--- src/pbmux_map.svh ---
// Constants for the port B alternate-function mux: bit positions and resets.
`ifndef PBMUX_MAP_SVH
`define PBMUX_MAP_SVH

// ----------------------------------------------------------------------
// Pin positions
// ----------------------------------------------------------------------
`define PBMUX_BIT_SCK 7
`define PBMUX_BIT_MISO 6
`define PBMUX_BIT_MOSI 5
`define PBMUX_BIT_SS 4
`define PBMUX_BIT_T0A 3
`define PBMUX_BIT_IRQ2 2
`define PBMUX_BIT_DIVIDED_CLK_OUT 1
`define PBMUX_BIT_XCK 0

// ----------------------------------------------------------------------
// Pin-change source numbering and reset values
// ----------------------------------------------------------------------
`define PBMUX_PCINT_B_BASE 8
`define PBMUX_PCINT_C_BASE 16
`define PBMUX_RST_BYTE 8'h00
`define PBMUX_RST_BIT 1'b0

`endif

--- src/pbmux_pkg.sv ---
// Types shared by the port B alternate-function mux.
package pbmux_pkg;
    typedef logic [7:0] pbmux_byte_t;
    typedef enum logic [1:0] {
        PBMUX_SPI_OFF = 2'b00,
        PBMUX_SPI_SLAVE = 2'b01,
        PBMUX_SPI_MASTER = 2'b10
    } pbmux_spi_role_t;
endpackage

--- src/pbmux_pad_cell.sv ---
// One pad's override cell: direction, value and pull-up resolution.
`timescale 1ns/1ps
module pbmux_pad_cell (
    // Normal port register bits
    input wire logic dir_bit,
    input wire logic port_bit,
    input wire logic pull_disable,
    // Override controls
    input wire logic dir_override_en,
    input wire logic dir_override_val,
    input wire logic value_override_en,
    input wire logic value_override_val,
    // Resolved pad controls
    output logic pad_oe,
    output logic pad_out,
    output logic pad_pullup
);
    always_comb begin
        pad_oe = dir_override_en ? dir_override_val : dir_bit;
        pad_out = (value_override_en && pad_oe) ? value_override_val
                                                : port_bit;
        // A pull-up only makes sense on an undriven pin.
        pad_pullup = ~pad_oe & port_bit & ~pull_disable;
    end
endmodule

--- src/pbmux_top.sv ---
// Port B alternate-function override logic and pin-change source map.
`timescale 1ns/1ps
`include "pbmux_map.svh"

// Operation
// - SPI slave forces clock pin input.
// - SPI master forces data-in pin input.
// - SPI slave forces data-out pin input.
// - SPI slave forces select pin input.
// - Slave active only while select low.
// - Forced inputs keep pull-up from port bit.
// - Split SPI data by role.
// - Timer compares drive pins when direction set.
// - Bit 5 feeds timer 3 capture.
// - Bit 2 feeds external interrupt two.
// - Clock fuse drives divided clock on bit 1.
// - Divided clock continues during reset.
// - Bits 1,0 feed timer count inputs.
// - USART clock direction from direction bit.
// - USART clock pin only in synchronous mode.
// - Port B bits map to sources 8-15.
// - Port C bits map to sources 16-23.
// - Direction override selects output enable.
// - Value override replaces port bit.
module pbmux_top
    import pbmux_pkg::*;
(
    // Clock and reset
    input wire logic clk,
    input wire logic srst,
    // Port registers
    input wire logic [7:0] port_dir,
    input wire logic [7:0] port_out,
    input wire logic pull_disable,
    // SPI
    input wire logic spi_enable_bit,
    input wire logic spi_master_sel,
    input wire logic spi_sck_out,
    input wire logic spi_spi_master_sel_out,
    input wire logic spi_slave_out,
    output logic spi_sck_in,
    output logic spi_spi_master_sel_in,
    output logic spi_slave_in,
    output logic spi_slave_active,
    // Timers
    input wire logic timer3_cmp_b_out,
    input wire logic timer3_cmp_a_out,
    input wire logic timer0_cmp_b_out,
    input wire logic timer0_cmp_a_out,
    input wire logic [3:0] timer_cmp_en,
    output logic timer3_capture_in,
    output logic timer1_count_in,
    output logic timer0_count_in,
    // Interrupt sources
    input wire logic [7:0] port_c_in,
    output logic ext_irq_two,
    output logic [7:0] pin_change_src_b,
    output logic [7:0] pin_change_src_c,
    // Clock output
    input wire logic clk_out_fuse,
    input wire logic divided_clk,
    // USART 0
    input wire logic usart0_sync_mode,
    input wire logic usart0_clk_out,
    output logic usart0_ext_clk,
    // Pads
    input wire logic [7:0] pad_in,
    output logic [7:0] pad_out,
    output logic [7:0] pad_oe,
    output logic [7:0] pad_pullup
);

    // ------------------------------------------------------------------
    // SPI role
    // ------------------------------------------------------------------
    pbmux_spi_role_t spi_role;
    always_comb begin
        unique case ({spi_enable_bit, spi_master_sel})
            2'h0, 2'h1: begin
                spi_role = PBMUX_SPI_OFF;
            end
            2'h2: begin
                spi_role = PBMUX_SPI_SLAVE;
            end
            2'h3: begin
                spi_role = PBMUX_SPI_MASTER;
            end
        endcase
    end

    logic is_slave;
    logic is_master;
    assign is_slave = (spi_role == PBMUX_SPI_SLAVE);
    assign is_master = (spi_role == PBMUX_SPI_MASTER);

    // ------------------------------------------------------------------
    // Per-pin override signals
    // ------------------------------------------------------------------
    logic [7:0] ov_dir_en;
    logic [7:0] ov_dir_val;
    logic [7:0] ov_val_en;
    logic [7:0] ov_val;
    logic clk_pin_sel;

    // The clock pin keeps toggling through reset so the board sees it as
    // soon as the fuse is set; that is why no reset term gates it.
    assign clk_pin_sel = clk_out_fuse;

    always_comb begin
        ov_dir_en = 8'h00;
        ov_dir_val = 8'h00;
        ov_val_en = 8'h00;
        ov_val = 8'h00;
        ov_dir_en[`PBMUX_BIT_SCK] = is_slave;
        ov_val_en[`PBMUX_BIT_SCK] = is_master;
        ov_val[`PBMUX_BIT_SCK] = spi_sck_out;

        ov_dir_en[`PBMUX_BIT_MISO] = is_master;
        ov_val_en[`PBMUX_BIT_MISO] = is_slave;
        ov_val[`PBMUX_BIT_MISO] = spi_slave_out;

        ov_dir_en[`PBMUX_BIT_MOSI] = is_slave;
        ov_val_en[`PBMUX_BIT_MOSI] = is_master;
        ov_val[`PBMUX_BIT_MOSI] = spi_spi_master_sel_out;
        ov_dir_en[`PBMUX_BIT_SS] = is_slave;
        // Compare outputs yield to SPI on the shared pins.
        if (!is_master) begin
            ov_val_en[`PBMUX_BIT_SCK] = timer_cmp_en[3];
            ov_val[`PBMUX_BIT_SCK] = timer3_cmp_b_out;
        end
        if (!is_slave) begin
            ov_val_en[`PBMUX_BIT_MISO] = timer_cmp_en[2];
            ov_val[`PBMUX_BIT_MISO] = timer3_cmp_a_out;
        end
        ov_val_en[`PBMUX_BIT_SS] = timer_cmp_en[1];
        ov_val[`PBMUX_BIT_SS] = timer0_cmp_b_out;
        ov_val_en[`PBMUX_BIT_T0A] = timer_cmp_en[0];
        ov_val[`PBMUX_BIT_T0A] = timer0_cmp_a_out;

        ov_dir_en[`PBMUX_BIT_DIVIDED_CLK_OUT] = clk_pin_sel;
        ov_dir_val[`PBMUX_BIT_DIVIDED_CLK_OUT] = clk_pin_sel;
        ov_val_en[`PBMUX_BIT_DIVIDED_CLK_OUT] = clk_pin_sel;
        ov_val[`PBMUX_BIT_DIVIDED_CLK_OUT] = divided_clk;
        ov_val_en[`PBMUX_BIT_XCK] = usart0_sync_mode;
        ov_val[`PBMUX_BIT_XCK] = usart0_clk_out;
    end

    // ------------------------------------------------------------------
    // Pad cells
    // ------------------------------------------------------------------
    logic [7:0] cell_oe;
    logic [7:0] cell_out;
    logic [7:0] cell_pu;

    genvar gi;
    generate
        for (gi = 0; gi < 8; gi = gi + 1) begin : g_pad
            pbmux_pad_cell u_cell (
                .dir_bit(port_dir[gi]),
                .port_bit(port_out[gi]),
                .pull_disable(pull_disable),
                .dir_override_en(ov_dir_en[gi]),
                .dir_override_val(ov_dir_val[gi]),
                .value_override_en(ov_val_en[gi]),
                .value_override_val(ov_val[gi]),
                .pad_oe(cell_oe[gi]),
                .pad_out(cell_out[gi]),
                .pad_pullup(cell_pu[gi])
            );
        end
    endgenerate

    // ------------------------------------------------------------------
    // Output flip-flops
    // ------------------------------------------------------------------
    logic [7:0] pad_oe_reg;
    logic [7:0] pad_out_reg;
    logic [7:0] pad_pullup_reg;
    logic sck_in_reg;
    logic spi_master_sel_in_reg;
    logic slave_in_reg;
    logic slave_active_reg;
    logic capture_in_reg;
    logic count1_in_reg;
    logic count0_in_reg;
    logic irq_two_reg;
    logic xck_in_reg;
    logic [7:0] src_b_reg;
    logic [7:0] src_c_reg;

    // Every output is a bare flip-flop, so pad timing never depends on
    // the depth of the override decode.
    assign pad_oe = pad_oe_reg;
    assign pad_out = pad_out_reg;
    assign pad_pullup = pad_pullup_reg;
    assign spi_sck_in = sck_in_reg;
    assign spi_spi_master_sel_in = spi_master_sel_in_reg;
    assign spi_slave_in = slave_in_reg;
    assign spi_slave_active = slave_active_reg;
    assign timer3_capture_in = capture_in_reg;
    assign timer1_count_in = count1_in_reg;
    assign timer0_count_in = count0_in_reg;
    assign ext_irq_two = irq_two_reg;
    assign usart0_ext_clk = xck_in_reg;
    assign pin_change_src_b = src_b_reg;
    assign pin_change_src_c = src_c_reg;

    // ------------------------------------------------------------------
    // Registered pad drive
    // ------------------------------------------------------------------
    // Reset releases every pad except a fused clock output.
    always_ff @(posedge clk) begin
        if (srst) begin
            pad_oe_reg <= `PBMUX_RST_BYTE | {6'h00, clk_pin_sel, 1'b0};
        end else begin
            pad_oe_reg <= cell_oe;
        end
    end

    always_ff @(posedge clk) begin
        if (srst) begin
            pad_out_reg <= `PBMUX_RST_BYTE
                           | {6'h00, clk_pin_sel & divided_clk, 1'b0};
        end else begin
            pad_out_reg <= cell_out;
        end
    end

    always_ff @(posedge clk) begin
        if (srst) begin
            pad_pullup_reg <= `PBMUX_RST_BYTE;
        end else begin
            pad_pullup_reg <= cell_pu;
        end
    end

    // ------------------------------------------------------------------
    // SPI inputs
    // ------------------------------------------------------------------
    always_ff @(posedge clk) begin
        if (srst) begin
            sck_in_reg <= `PBMUX_RST_BIT;
        end else begin
            sck_in_reg <= pad_in[`PBMUX_BIT_SCK];
        end
    end

    always_ff @(posedge clk) begin
        if (srst) begin
            spi_master_sel_in_reg <= `PBMUX_RST_BIT;
        end else begin
            spi_master_sel_in_reg <= pad_in[`PBMUX_BIT_MISO];
        end
    end

    always_ff @(posedge clk) begin
        if (srst) begin
            slave_in_reg <= `PBMUX_RST_BIT;
        end else begin
            slave_in_reg <= pad_in[`PBMUX_BIT_MOSI];
        end
    end

    // A slave whose select pin is high stays idle.
    always_ff @(posedge clk) begin
        if (srst) begin
            slave_active_reg <= `PBMUX_RST_BIT;
        end else begin
            slave_active_reg <= is_slave & ~pad_in[`PBMUX_BIT_SS];
        end
    end

    // ------------------------------------------------------------------
    // Timer and interrupt inputs
    // ------------------------------------------------------------------
    always_ff @(posedge clk) begin
        if (srst) begin
            capture_in_reg <= `PBMUX_RST_BIT;
        end else begin
            capture_in_reg <= pad_in[`PBMUX_BIT_MOSI];
        end
    end

    always_ff @(posedge clk) begin
        if (srst) begin
            count1_in_reg <= `PBMUX_RST_BIT;
        end else begin
            count1_in_reg <= pad_in[`PBMUX_BIT_DIVIDED_CLK_OUT];
        end
    end

    always_ff @(posedge clk) begin
        if (srst) begin
            count0_in_reg <= `PBMUX_RST_BIT;
        end else begin
            count0_in_reg <= pad_in[`PBMUX_BIT_XCK];
        end
    end

    always_ff @(posedge clk) begin
        if (srst) begin
            irq_two_reg <= `PBMUX_RST_BIT;
        end else begin
            irq_two_reg <= pad_in[`PBMUX_BIT_IRQ2];
        end
    end

    // ------------------------------------------------------------------
    // USART clock input
    // ------------------------------------------------------------------
    // Input only when synchronous and the pin is not driven.
    always_ff @(posedge clk) begin
        if (srst) begin
            xck_in_reg <= `PBMUX_RST_BIT;
        end else begin
            xck_in_reg <= usart0_sync_mode & ~port_dir[`PBMUX_BIT_XCK]
                          & pad_in[`PBMUX_BIT_XCK];
        end
    end

    // ------------------------------------------------------------------
    // Pin-change sources
    // ------------------------------------------------------------------
    // Index k of each vector is source base+k.
    always_ff @(posedge clk) begin
        if (srst) begin
            src_b_reg <= `PBMUX_RST_BYTE;
        end else begin
            src_b_reg <= pad_in;
        end
    end

    always_ff @(posedge clk) begin
        if (srst) begin
            src_c_reg <= `PBMUX_RST_BYTE;
        end else begin
            src_c_reg <= port_c_in;
        end
    end

endmodule

--- config.mk ---
export PLATFORM = sky130hd
export DESIGN_NAME = pbmux_top
export DESIGN_NICKNAME = d
export VERILOG_FILES = /design/src/pbmux_pkg.sv /design/src/pbmux_pad_cell.sv /design/src/pbmux_top.sv
export VERILOG_INCLUDE_DIRS = /design/src /design/src/src
export SDC_FILE = /design/constraint.sdc
export NUM_CORES = 1
export LEC_CHECK = 0
export ABC_AREA = 1
export BUFFER_PORTS_ARGS = -buffer_cell sky130_fd_sc_hd__buf_2
export CAP_MARGIN = 20
export CELL_PAD_IN_SITES_DETAIL_PLACEMENT = 1
export CELL_PAD_IN_SITES_GLOBAL_PLACEMENT = 2
export CORE_UTILIZATION = 20
export DETAILED_ROUTE_END_ITERATION = 6
export PLACE_DENSITY_LB_ADDON = 0.1
export SETUP_SLACK_MARGIN = 0.3
export SYNTH_ARGS = -nofsm -noshare
export SYNTH_HDL_FRONTEND = slang
export SYNTH_SLANG_ARGS = --single-unit
--- constraint.sdc ---
create_clock -name clk -period 0.85 [get_ports clk]
set_input_delay 0.085 -clock clk [delete_from_list [all_inputs] [get_ports clk]]
set_output_delay 0.085 -clock clk [all_outputs]
set_load 0.02 [all_outputs]
==> flow_metrics.tcl <==
set metrics [dict create \
    portBuffers 100 \
    p_leak_nw 1.265 \
    overflow 0 \
    root_buffer "clkbuf_8" \
    synthCells 167 \
    syn-num-nets 219 \
    cap_viol_max_count 0 \
    slew_headroom 0.8724 \
    synthAdderAreaFrac 0 \
    crit_arrival_ns 0.77 \
    numCtsBuffers 5 \
    num_io_pins 101 \
    grt_antenna_before_repair 0 \
    clock_path_buffers 2 \
    cp_slowest_cell "dfxtp_4" \
    post_cts_buffers 0 \
    setup_slack_ns -0.008644 \
    synth-simple-area-share 0.2194 \
    peakVddDrop_mv 0.7700 \
    gp_routability_congestion 0.6886 \
    path_cells "buf_6" \
    grt.total_usage 0.1107 \
    stdcell_area_um2 2425 \
    detailed_place.area_um2 1983 \
    synth_seq_area_share 0.5995 \
    clk_pin_slew_ns 0.08 \
    synth_cell_types 15 \
    cp.buffers_inverters 1 \
    grt_max_degree 17 \
    die_y_um 85.75 \
    drive_above_1_share 0.6075 \
    final_core_util 0.3569 \
    crit_type "flip-flop to output port" \
    fmax_mhz 1165 \
    antennaDiodeCount 0 \
    ys_ff_latch 42 \
    drt-total-wl_um 3887 \
    hold_violations 18 \
    failed_checks "hold timing, setup timing" \
    grt_pass1_wl_um 6134 \
    max_stage_delay_ns 0.36 \
    initial_utilization 0.2064 \
    setup_viol 4 \
    viasPerCell 3.734 \
    place_hpwl_um 3089 \
    synth_top_family_by_area "simple AND/OR/NAND/NOR gates" \
    dieWidth_um 85.75 \
    drt_iter0_markers 20 \
    synth_xor_area_frac 0 \
    status "finished with violations" \
    period_minus_slack_ns 0.8586 \
    muxShareOfSynthArea 0 \
    worst_slew_pin_slew_ns 0.1894 \
    cp_top_family "flip-flops" \
    core-area_um2 6794 \
    drt_pass1_iterations 4 \
    fill_cells 818 \
    post-place-ws_ns -0.0007714 \
    avgRoutedWirePerCell_um 10.77 \
    worst_hold_path_type "primary input to flip-flop" \
    holdWs_ns -0.04079 \
    power_density_nw_per_um2 1686 \
    critPathMaxFanout 3 \
    area_delta_synth_final_pct 72.88 \
    syn_avg_cell_area_um2 8.399 \
    synth_warnings 0 \
    rsz0062_at_grt "true" \
    syn_area_um2 1403 \
    antenna_left 0 \
    dieArea_um2 7352 \
    nNetsFinal 317 \
    numClockSinks 42 \
    finalMaxSlewViolations 0 \
    cp-start-kind "flip-flop" \
    grt_pass1_vias 1301 \
    cts_tree "yes" \
    row_count 30 \
    drc_errors 0 \
    synth_compound_area_frac 0.03390 \
    vias 1348 \
    required_ns 0.76 \
    cts_htree_levels 2 \
    endpoint_kind "output port" \
    fin_crit_sh 1.010 \
]
==> routing by layer <==
layer | part of all wire | track usage | vias to the layer above
met5 | 0 | 0 | -
met4 | 0.015 | 0.04545 | 0
met3 | 0.079 | 0.04235 | 5
met2 | 0.50 | 0.1956 | 60
met1 | 0.40 | 0.1185 | 609
li1 | - | - | 674
==> synthesized netlist by cell type <==
cell	count	area [um^2]
clkbuf_1	2	7.510
buf_4	7	52.55
and3_1	1	6.260
a21oi_1	3	15.01
nor3_1	3	15.01
a211oi_2	1	12.51
or2_1	1	6.260
nor3_2	3	30.03
nand2_1	27	101.4
nand3_1	5	25.02
buf_6	2	22.52
nor2_1	33	123.9
o21ai_0	4	20.02
inv_1	33	123.9
dfxtp_1	42	840.8
==> power breakdown <==
group | internal, mW | switching (mW)
Clock | 0.552 | 0.672
Combinational | 0.367 | 0.368
Sequential | 2.08 | 0.0536
Total | 3.00 | 1.09
==> stage by stage <==
step	setup TNS [ns]	total power [mW]	cells
after detailed placement	-0.0007714	2.738	354
after global placement	0	2.737	354
after floorplan	0	2.490	167
after CTS	-0.2361	4.184	361
final	-0.02420	4.089	361
after global routing	-0.5038	4.337	361
==> cell usage in the layout (no fill, tap or decap) <==
| cell type | n |
|---|---|
| a211oi_2 | 1 |
| a21oi_1 | 3 |
| and3_1 | 1 |
| buf_2 | 51 |
| buf_4 | 2 |
| buf_6 | 49 |
| clkbuf_8 | 5 |
| clkinv_2 | 2 |
| clkinvlp_4 | 1 |
| dfxtp_2 | 36 |
| dfxtp_4 | 6 |
| inv_1 | 32 |
| nand2_1 | 25 |
| nand2_2 | 2 |
| nand3_1 | 5 |
| nor2_1 | 31 |
| nor2_2 | 2 |
| nor3_1 | 3 |
| nor3_2 | 3 |
| o21ai_0 | 4 |
| or2_4 | 1 |
==> layout make-up <==
cell class / count / area, um^2 / area share
clock buffer: 5 / 68.82 / 0.02838
multi-input combinational: 81 / 367.9 / 0.1517
sequential: 42 / 908.4 / 0.3746
tap: 96 / 120.1 / 0.04954
timing repair buffer: 102 / 822.0 / 0.3390
inverter: 33 / 127.6 / 0.05263
clock inverter: 2 / 10.01 / 0.004128
==> cell families (layout without fill, tap and decap cells) <==
group           count (synthesis)  in the layout
buf+inv                        44            142
simple gates                   73             73
flops                          42             42
compound gates                  8              8
==> repair_timing <==
item / CTS / global route
gates cloned: 0 / 0
gates resized for setup: 134 / 4
setup endpoints to repair: 49 / 52
hold endpoints to repair: 24 / 20
==> path summary, 6_finish.rpt <==
check	cells after the start	start	slack [ns]	endpoint
worst min-delay path	2	port_dir[1]	-0.04	pad_pullup[1]
worst max-delay path	1	pin_change_src_b[5]	-0.009	pin_change_src_b[5]
(Power assumes the default switching activity.)
